### config.mk
export PLATFORM = sky130hd
export DESIGN_NAME = dsc_top
export DESIGN_NICKNAME = d
export VERILOG_FILES = /design/src/hdl/dsc_pkg.sv /design/src/hdl/dsc_cfg_if.sv /design/src/hdl/dsc_top.sv /design/src/hdl/dsc_sync2.sv
export SDC_FILE = /design/constraint.sdc
export NUM_CORES = 1
export LEC_CHECK = 0
export ABC_AREA = 1
export BUFFER_PORTS_ARGS = -buffer_cell sky130_fd_sc_hd__buf_4
export CORE_MARGIN = 5
export CORE_UTILIZATION = 25
export DETAILED_ROUTE_END_ITERATION = 10
export MAX_ROUTING_LAYER = met4
export PLACE_DENSITY = 0.62
export SETUP_SLACK_MARGIN = 0.2
export SLEW_MARGIN = 15
export SYNTH_ARGS = -nofsm -noshare
export SYNTH_HDL_FRONTEND = slang
export SYNTH_SLANG_ARGS = --single-unit
### constraint.sdc
create_clock -name clk -period 1.5 [get_ports clk]
set_input_delay 0.15 -clock clk [delete_from_list [all_inputs] [get_ports clk]]
set_output_delay 0.15 -clock clk [all_outputs]
set_load 0.01 [all_outputs]
### src/hdl/dsc_pkg.sv
// Package: offsets, bit positions, reset values and codes for the slot configuration bits
package dsc_pkg;

  // ----------------------------------------------------------------
  // Register placement
  // ----------------------------------------------------------------
  localparam logic [11:0] DSC_GEN_CTRL_OFS = 12'h0_0D4;
  localparam int          DSC_CFG_AW       = 12;

  // ----------------------------------------------------------------
  // Field positions
  // ----------------------------------------------------------------
  localparam int DSC_B_LATCH   = 10;
  localparam int DSC_B_PWRCTL  = 9;
  localparam int DSC_B_ATTN    = 8;
  localparam int DSC_B_SLOT    = 7;
  localparam int DSC_B_PFIP    = 6;
  localparam int DSC_B_ILOCK   = 5;
  localparam int DSC_B_LINKACT = 4;
  localparam int DSC_B_DIAG    = 3;
  localparam int DSC_B_RSVD2   = 2;
  localparam int DSC_B_REFDIS  = 1;
  localparam int DSC_B_RXDET   = 0;

  // ----------------------------------------------------------------
  // Masks and reset values
  // ----------------------------------------------------------------
  // Writable bits of the low field: everything in 10..0 except bit 2
  localparam logic [10:0] DSC_WR_MASK  = 11'h7_FB;
  localparam logic [10:0] DSC_RST_VAL  = 11'h0_00;
  localparam logic [20:0] DSC_HI_ZERO  = 21'h00_0000;

  // ----------------------------------------------------------------
  // Load sequencer states
  // ----------------------------------------------------------------
  typedef enum logic [1:0] {
    DSC_ST_RESET,
    DSC_ST_STRAP,
    DSC_ST_WAIT_ROM,
    DSC_ST_RUN
  } dsc_state_t;

endpackage

### src/hdl/dsc_cfg_if.sv
// Interface: configuration access path between the top and the register core
`timescale 1ns/100ps
interface dsc_cfg_if;
  import dsc_pkg::*;
  logic                  wr;
  logic [DSC_CFG_AW-1:0] addr;
  logic [31:0]           wdata;
  logic [3:0]            be;
  logic                  hit;
  logic [31:0]           rdata;
  modport core (input wr, addr, wdata, be, output hit, rdata);
  modport src  (output wr, addr, wdata, be, input hit, rdata);
endinterface

### src/hdl/dsc_top.sv
// Module: downstream port general control bits 10..0 and the capability fields they drive
//
// Functional notes
// - Bit 10 drives the latch sensor present capability field.
// - Bit 9 drives the power controller present capability field.
// - Bit 8 drives the attention button present capability field.
// - Bit 7 drives the slot implemented bit of express capabilities.
// - Bit 7 defaults from the port strap input level after reset.
// - Bit 6 enables use of the power fault input pin.
// - Bit 5 drives the interlock present capability field.
// - Bit 4 drives the link active reporting capable field.
// - Bit 4 also drives the surprise down reporting capable field.
// - Bit 2 reads zero and ignores writes.
// - Bit 1 high disables the downstream reference clock output.
// - Bit 0 selects presence source: card pin or receiver detect.
// - Bit 0 defaults to inverse of port strap input after reset.
// - Fundamental reset clears fields, then EEPROM loads them when present.
// - Register sits at configuration offset D4h.
`timescale 1ns/100ps
module dsc_top
  import dsc_pkg::*;
(
  // Clock and fundamental reset
  input  wire logic                  clk,
  input  wire logic                  rst,
  // Configuration space access
  input  wire logic                  cfg_wr,
  input  wire logic [DSC_CFG_AW-1:0] cfg_addr,
  input  wire logic [31:0]           cfg_wdata,
  input  wire logic [3:0]            cfg_be,
  output logic                       cfg_hit,
  output logic [31:0]                cfg_rdata,
  // Serial EEPROM loader
  input  wire logic                  rom_present,
  input  wire logic                  rom_done,
  input  wire logic                  rom_load,
  input  wire logic [10:0]           rom_data,
  // Pins
  input  wire logic                  port_strap_input,
  input  wire logic                  card_present_pin,
  input  wire logic                  power_fault_pin,
  input  wire logic                  refclk_in,
  output logic                       downstream_refclk_out,
  output logic                       downstream_refclk_oe,
  // Link status
  input  wire logic                  rx_detected,
  // Capability fields
  output logic                       cap_latch_sensor_field,
  output logic                       cap_power_ctrl_field,
  output logic                       cap_attn_button_field,
  output logic                       cap_slot_implemented_field,
  output logic                       cap_interlock_field,
  output logic                       cap_link_active_report_field,
  output logic                       cap_surprise_down_report_field,
  output logic                       slot_present,
  output logic                       load_done
);

  // ----------------------------------------------------------------
  // Synchronised pins
  // ----------------------------------------------------------------
  logic strap_s;
  logic card_present_pin_s;
  logic pfault_s;

  dsc_sync2 u_sync_strap (.clk(clk), .rst(rst), .d_in(port_strap_input), .q_out(strap_s));
  dsc_sync2 u_sync_card_present_pin (.clk(clk), .rst(rst), .d_in(card_present_pin), .q_out(card_present_pin_s));
  dsc_sync2 u_sync_pflt  (.clk(clk), .rst(rst), .d_in(power_fault_pin),  .q_out(pfault_s));

  // ----------------------------------------------------------------
  // Register core access path
  // ----------------------------------------------------------------
  dsc_cfg_if cfg ();

  assign cfg.wr    = cfg_wr;
  assign cfg.addr  = cfg_addr;
  assign cfg.wdata = cfg_wdata;
  assign cfg.be    = cfg_be;
  assign cfg_hit   = cfg.hit;
  assign cfg_rdata = cfg.rdata;

  logic [10:0] ctl;

  dsc_regs u_regs (
    .clk         (clk),
    .rst         (rst),
    .bus         (cfg),
    .strap_s     (strap_s),
    .rom_present (rom_present),
    .rom_done    (rom_done),
    .rom_load    (rom_load),
    .rom_data    (rom_data),
    .ctl         (ctl),
    .load_done   (load_done)
  );

  // ----------------------------------------------------------------
  // Derived capability fields, straight from the stored bits
  // ----------------------------------------------------------------
  // Combinational so a write is visible on the very next read
  assign cap_latch_sensor_field         = ctl[DSC_B_LATCH];
  assign cap_power_ctrl_field           = ctl[DSC_B_PWRCTL];
  assign cap_attn_button_field          = ctl[DSC_B_ATTN];
  assign cap_slot_implemented_field     = ctl[DSC_B_SLOT];
  assign cap_interlock_field            = ctl[DSC_B_ILOCK];
  assign cap_link_active_report_field   = ctl[DSC_B_LINKACT];
  assign cap_surprise_down_report_field = ctl[DSC_B_LINKACT];

  // ----------------------------------------------------------------
  // Presence source and reference clock gating
  // ----------------------------------------------------------------
  wire pfault_used = ctl[DSC_B_PFIP] & pfault_s;
  wire refclk_en   = ~ctl[DSC_B_REFDIS] & ~pfault_used;

  assign slot_present = ctl[DSC_B_RXDET] ? rx_detected : card_present_pin_s;

  // The clock itself is gated, not retimed; the enable is glitch-free from a flop domain
  assign downstream_refclk_out = refclk_in & refclk_en;
  assign downstream_refclk_oe  = refclk_en;
endmodule

// Module: storage, reset defaults, EEPROM load and config decode for bits 10..0
module dsc_regs
  import dsc_pkg::*;
(
  // Clock and reset
  input  wire logic  clk,
  input  wire logic  rst,
  // Configuration access
  dsc_cfg_if.core    bus,
  // Sources of default and load values
  input  wire logic  strap_s,
  input  wire logic  rom_present,
  input  wire logic  rom_done,
  input  wire logic  rom_load,
  input  wire logic [10:0] rom_data,
  // Stored bits and status
  output logic [10:0] ctl,
  output logic        load_done
);
  dsc_state_t  state_ff;
  dsc_state_t  nxt_state;
  logic [10:0] ctl_ff;
  logic [10:0] nxt_ctl;
  logic        settle_ff;

  // ----------------------------------------------------------------
  // Decode
  // ----------------------------------------------------------------
  wire hit      = (bus.addr == DSC_GEN_CTRL_OFS);
  wire wr_lo    = bus.wr & hit & bus.be[0] & (state_ff == DSC_ST_RUN);
  wire wr_hi    = bus.wr & hit & bus.be[1] & (state_ff == DSC_ST_RUN);
  wire [10:0] lane_m  = {{3{wr_hi}}, {8{wr_lo}}} & DSC_WR_MASK;
  wire [10:0] wr_val  = (ctl_ff & ~lane_m) | (bus.wdata[10:0] & lane_m);
  wire [10:0] rom_val = rom_data & DSC_WR_MASK;
  // Strap defaults: bit 7 follows the strap, bit 0 its inverse
  wire [10:0] strap_val = (ctl_ff & ~11'h0_81)
                        | {3'h0, strap_s, 6'h00, ~strap_s};

  always_comb begin
    nxt_state = state_ff;
    nxt_ctl   = ctl_ff;
    case (state_ff)
      DSC_ST_RESET: begin
        // Synchronisers restart from zero with reset; wait until the strap has crossed
        if (settle_ff) begin
          nxt_state = DSC_ST_STRAP;
        end
      end
      DSC_ST_STRAP: begin
        // Strap sampled after the synchroniser has filled
        nxt_ctl   = strap_val;
        nxt_state = rom_present ? DSC_ST_WAIT_ROM : DSC_ST_RUN;
      end
      DSC_ST_WAIT_ROM: begin
        if (rom_load) begin
          nxt_ctl = rom_val;
        end
        if (rom_done) begin
          nxt_state = DSC_ST_RUN;
        end
      end
      DSC_ST_RUN: begin
        nxt_ctl = wr_val;
      end
      default: begin
        nxt_state = DSC_ST_RESET;
      end
    endcase
  end

  always_ff @(posedge clk) begin
    if (rst) begin
      state_ff  <= DSC_ST_RESET;
      ctl_ff    <= DSC_RST_VAL;
      settle_ff <= 1'b0;
    end else begin
      state_ff  <= nxt_state;
      ctl_ff    <= nxt_ctl;
      settle_ff <= (state_ff == DSC_ST_RESET);
    end
  end

  assign ctl       = ctl_ff;
  assign load_done = (state_ff == DSC_ST_RUN);
  assign bus.hit   = hit;
  assign bus.rdata = hit ? {DSC_HI_ZERO, ctl_ff} : 32'h0000_0000;
endmodule

### src/hdl/dsc_sync2.sv
// Module: two flip-flop synchroniser for a single level
`timescale 1ns/100ps
module dsc_sync2
  import dsc_pkg::*;
(
  // Clock and reset
  input  wire logic clk,
  input  wire logic rst,
  // Level in and out
  input  wire logic d_in,
  output logic      q_out
);
  logic meta_ff;
  logic sync_ff;

  always_ff @(posedge clk) begin
    if (rst) begin
      meta_ff <= 1'b0;
      sync_ff <= 1'b0;
    end else begin
      meta_ff <= d_in;
      sync_ff <= meta_ff;
    end
  end

  assign q_out = sync_ff;
endmodule

==> metrics.txt, run 1 <==
Final Util=44.2%; ys async rst share=0%; total number of vias=1622; vias in the first global route=approximately 1600; EDFF count, synth=0; Final ANT Viol Nets=0; die area=7590 um^2; root buffer cell=clkbuf_8; core area=5850 um^2; Yosys cell types=28; Synth Register Bits=20; row count=28; Hold-fix buffers, CTS=0; gpl congestion=0.769; die span in x=87.1 um; sequential area share after synthesis=26.9%; drt drc=0; Top FF cell, synth=dfxtp_1; Clock Latency Late Sink=roughly 260 ps; synthesized area per cell=just under 7 um^2; met3 global-route usage=2.74%; Clock Sinks=20; Synth area leaders=dfxtp_1 27%, buf_4 11%, inv_1 11%; Routed WL=~5000 um; PortBufs=67; Worst setup EP type=register; Worst Setup Path Type=reg -> reg; Worst VDD drop=0.999 mV; area growth from synthesis to layout=73.8%; M2 GR Usage=22.5%; status=finished, final reports clean; crit path max fanout=3; Syn Inst Count=around 220; Power Density=1220 nW/um^2; CTS Buf Count=3; Ys Warns=0; cell area after placement=2050 um^2; initial antenna violation count=0; Max Root-Sink Buffers=2; Hold Worst Slack=89.0 ps; leading cell type by number of instances after synthesis=inv_1; Setup-failing EPs final=0; clk slew on worst S/H paths=80 ps; wire per inst=13.0 um; HP Class=in -> reg; Final #Nets=387; fin. max-slew vios=0; Synth Cell Area=1490 um^2; drt pass-1 iters=4; sum of negative setup slack=0 ps; RSZ-0062 raised after global routing=yes; fmax=701 MHz; GRT Resource Usage Total=12.5%; post-synth top area share=26.9%; Initial DRC Count=54; Pleak=1.23 nW; CTS tree=done; Via density=4.20; fill cell count=599; first-pass GRT wire length=7270 um; share of layout cells above drive strength 1=between 50% and 60%; die height=87.1 um; I/O Pins=~110; critical path launch point type=register; global route overflow=0; Worst Skew=5.88 ps; largest area contributor in the netlist=dfxtp_1; GR peak layer=met2; largest net degree at the start of global routing=13; period utilisation layout=between 90 and 100%; placed wire-length estimate=3530 um; Starting Density=between 20% and 30%; post-route cell area=about 2600 um^2; ant diodes=0; max-cap violations=0; Max H-tree Level=1; Critical Path AT=1570 ps; post-layout minimum cycle time=1430 ps; M1 GR Usage=~14%; CP required=around 1700 ps; Hold Fails Final Rpt=0; Synth top cells by count=44 x inv_1, 26 x nor2_1, 23 x nand2_1, 22 x buf_4, 20 x dfxtp_1
[cell type report]
class | count | area [um^2] | area share [%]
multi-input cells | 143 | 1040 | 40.4
inverters | 49 | 203 | 7.85
flip-flops and latches | 20 | 405 | 15.7
repair buffers | 94 | 774 | 30.0
well taps | 75 | 93.8 | 3.63
repair inverters | 1 | 7.51 | 0.291
clock buffers | 4 | 55.1 | 2.13
[timing repair]
action | CTS | global route
resized for setup | 39 | 53
pin swaps | 18 | 27
cloned | 0 | 1
buffers inserted | 10 | 6
setup endpoints to repair | 19 | 25
[stage by stage]
step | setup slack, ps | total power [mW] | std cells
4_1_cts | 161 | 2.80 | 379
3_5_place_dp | 23.5 | 1.94 | 365
2_1_floorplan | 215 | 1.50 | 241
3_3_place_gp | 59.8 | 1.92 | 365
6_report | 74.4 | 3.16 | 386
5_1_grt | 2.78 | 3.39 | 386
[metal layers]
metal  vias up  part of all wire (%)
met3         2                   6.5
met4         0                  0.34
met2        51                    54
met5         -                     0
li1        832                     -
met1       737                    39
[power by group]
part	total, mW	internal [mW]	switching [mW]
logic	1.95	0.937	1.02
clock network	0.417	0.234	0.183
registers	0.786	0.668	0.118
[final timing paths]
kind | startpoint | to | depth (start not counted) | slack [ps]
worst min register to register | u_sync_pflt.meta_ff | u_sync_pflt.q_out | 2 | 400
worst max register to register | u_regs.state_ff[0] | u_regs.ctl[0] | 9 | 70
worst max-delay path | u_regs.state_ff[0] | u_regs.ctl[0] | 9 | 70
worst min-delay path | card_present_pin | u_sync_card_present_pin.meta_ff | 3 | 90
[placed cells by master, fill, tap and decap left out, types with 3 or more instances in the layout]
cell type and instances:
nor2_1 16, nand4_1 10, nor2_2 8, nand3_2 3, clkbuf_8 4, buf_6 13
a21oi_1 5, nand2_1 15, buf_4 79, o21ai_1 5, a21oi_2 12, nand3_1 7
conb_1 21, inv_1 35, o21ai_2 4, nand2_2 8, inv_2 9, nor2_4 7
a21oi_4 5, dfxtp_1 18, ha_4 3
[critical path: stages (launching register included)]
cell and delay (ps):
dfxtp_2 340, inv_4 70, ha_4 160, inv_4 40
nor2_4 110, nor2_4 70, buf_4 130, buf_4 120
o21ai_0 220, a21oi_2 50
[kinds of logic (layout without fill, tap and decap cells)]
kind of cell               count (synthesis)  in the layout  synth area share [%]
and+or+nand+nor                           80             80                  27.0
buffers and inverters                     78            148                  26.7
AOI/OAI and AO/OA                         37             37                  14.9
DFF                                       20             20                  26.9
adders and majority gates                  5              5                  4.21
other                                      1             21                 0.252
Power figures use the tool's default switching activity.
==> inputs of run 2 (changes only) <==
Settings changed: SYNTH_HIERARCHICAL set to 1.
==> run 2 against run 1 <==
  * Cell area fell by 7.7%
  * Critical path depth fell by 1
  * Utilization fell by 3.4 points
  * Critical path type unchanged
  * Area after synthesis decreased by 0.25%
==> metrics.txt, run 2 <==
share of layout cells above drive strength 1=43.8% (-12 points); area growth from synthesis to layout=60.8%; Critical Path AT=1560 ps (about the same); core area=5850 um^2 (unchanged); root buffer cell=clkbuf_8; Routed WL=4520 um (-9.9%); HP Class=in -> reg; hold depth=3 (unchanged); Ys Warns=6 (+6); Syn Inst Count=225 (+1.8%); Hold-fix buffers, CTS=0 (unchanged); Sequential Power Share=28.6% (+3.7 points); RSZ-0062 raised after global routing=yes; period utilisation layout=91.7% (-3.4 points); I/O Pins=114 (unchanged); largest area contributor in the netlist=dfxtp_1; Starting Density=25.3% (-0.064 points); critical path launch point type=register; status=finished, final reports clean; synthesized area per cell=6.59 um^2 (-2.0%); Reg2Reg Setup Slack=120 ps (+50 ps); fin. max-slew vios=0 (unchanged); Power Density=1170 nW/um^2 (-4.5%); wire per inst=11.8 um (-9.2%); EDFF count, synth=0 (unchanged); post-synth top area share=27.0% (+0.068 points); CTS Buf Count=3 (unchanged); crit path max fanout=4 (+1); clk slew on worst S/H paths=70 ps (about the same); Via density=4.18 (-0.46%); max-cap violations=0 (unchanged); P_sw=1.13 mW (-14%); fmax=727 MHz (+3.7%); gpl congestion=0.801 (+4.1%); Max H-tree Level=1 (unchanged); Worst Skew=8.40 ps (+2.52 ps); drt pass-1 iters=4 (unchanged); Synth top cells by count=51 x inv_1, 27 x nor2_1, 25 x nand2_1, 23 x buf_4, 20 x dfxtp_1; Top FF cell, synth=dfxtp_1; Setup-failing EPs final=0 (unchanged); sequential area share after synthesis=27.0% (+0.068 points); initial antenna violation count=0 (unchanged); Initial DRC Count=61 (+13%); cell area after placement=2040 um^2 (-0.37%); die span in x=87.0 um (-0.11%); total power draw=2.78 mW (-12%); GRT Resource Usage Total=11.8% (-0.66 points); die height=87.0 um (-0.11%); Final ANT Viol Nets=0 (unchanged); Yosys cell types=27 (-3.6%); first-pass GRT wire length=7020 um (-3.4%); total number of vias=1602 (-1.2%); Clock Latency Late Sink=260 ps (about the same); leading cell type by number of instances after synthesis=inv_1; Hold Fails Final Rpt=0 (unchanged); commonest non-fill, non-tap cells in the layout=81 x buf_4, 45 x inv_1, 24 x nor2_1; FF-to-FF path depth=8 (-1); Worst VDD drop=0.651 mV (-35%); Worst Setup Path Type=reg -> reg; die area=7570 um^2 (-0.23%); Max Root-Sink Buffers=2 (unchanged); largest net degree at the start of global routing=13 (unchanged); Worst setup EP type=register; Clock power frac=12.9% (-0.3 points); Synth Cell Area=1480 um^2 (-0.25%); Synth area leaders=dfxtp_1 27%, inv_1 13%, buf_4 12%; CP required=1680 ps (+30 ps); final setup margin=125 ps (+50.3 ps); Pint=1.65 mW (-10%); Final #Nets=385 (-0.52%); worst slack, placed=18.4 ps (-5.13 ps); sw frac=40.6% (-1.2 points); placed wire-length estimate=3460 um (-2.1%); global route overflow=0 (unchanged); Clock Sinks=20 (unchanged); row count=28 (unchanged); post-route cell area=2380 um^2 (-7.7%); Pleak=1.22 nW (-0.79%); ys async rst share=0% (unchanged); ant diodes=0 (unchanged); vias in the first global route=1569 (+0.19%); commonest non-fill, non-tap cell in the layout=buf_4; post-layout minimum cycle time=1380 ps (-50.3 ps); drt drc=0 (unchanged); CTS tree=done; Synth Register Bits=20 (unchanged); Hold Worst Slack=94.5 ps (+5.47 ps); sum of negative setup slack=0 ps (unchanged); PortBufs=67 (unchanged); Gate power share=58.5% (-3.4 points)
-- run 2: per-layer routing --
metal	up-vias	wire length, um	GRT usage, %
met5	-	0	-
met4	0	12	1.27
met3	2	403	3.03
met2	61	2320	21.2
met1	714	1790	13.6
li1	825	-	-
-- run 2: cells by family (layout without fill, tap and decap cells) --
group / Yosys count / count (layout) / share of synthesized area (%)
buffers and inverters: 80 / 143 / 26.2
AO/OA/AOI/OAI: 36 / 36 / 13.8
AND/OR/NAND/NOR: 83 / 83 / 28.5
adder cells (fa/ha/maj): 5 / 5 / 4.22
other: 1 / 21 / 0.253
flip-flops: 20 / 20 / 27.0
-- run 2: repair_timing --
item / 4_1_cts / 5_1_grt
setup buffers: 9 / 4
endpoints found under the setup margin: 12 / 24
pin swaps: 19 / 10
endpoints found under the hold margin: 0 / 0
gates resized for setup: 36 / 12
-- run 2: path summary, 6_finish.rpt --
path,startpoint,end
max,u_regs/state_ff[0],u_regs/state_ff[1]
min,power_fault_pin,u_sync_pflt/meta_ff
max reg2reg,u_regs/state_ff[0],u_regs/state_ff[1]
min reg2reg,u_sync_strap/meta_ff,u_sync_strap/q_out
-- run 2: cell type report --
| cell class | count | area [um^2] |
|---|---|---|
| tap | 75 | 93.8 |
| inverter | 53 | 214 |
| clock buffer | 3 | 41.3 |
| fill | 628 | 3470 |
| sequential | 20 | 408 |
| timing repair buffer | 87 | 697 |
| multi-input combinational | 145 | 930 |
-- run 2: stage by stage --
step / cells / util (%)
global route: 383 / 40.7
detailed placement: 367 / 34.9
CTS: 379 / 39.5
global placement: 367 / 34.9
floorplan: 245 / -
finish: 383 / 40.7
-- run 2: power groups by stage --
stage | Sequential, mW | Clock [mW] | Combinational [mW]
floorplan | 0.759 | 0 | 0.705
CTS | 0.790 | 0.379 | 1.55
global route | 0.818 | 0.390 | 1.78
finish | 0.794 | 0.358 | 1.63
detailed placement | 0.766 | 0 | 1.06
global placement | 0.760 | 0 | 1.04
-- run 2: critical path, cell delays in order, from the launching register on --
cell	delay [ps]
dfxtp_4	380
inv_6	60
ha_4	180
buf_4	130
nand2_1	60
o211ai_1	140
nor2_1	180
inv_1	60
a21oi_1	130
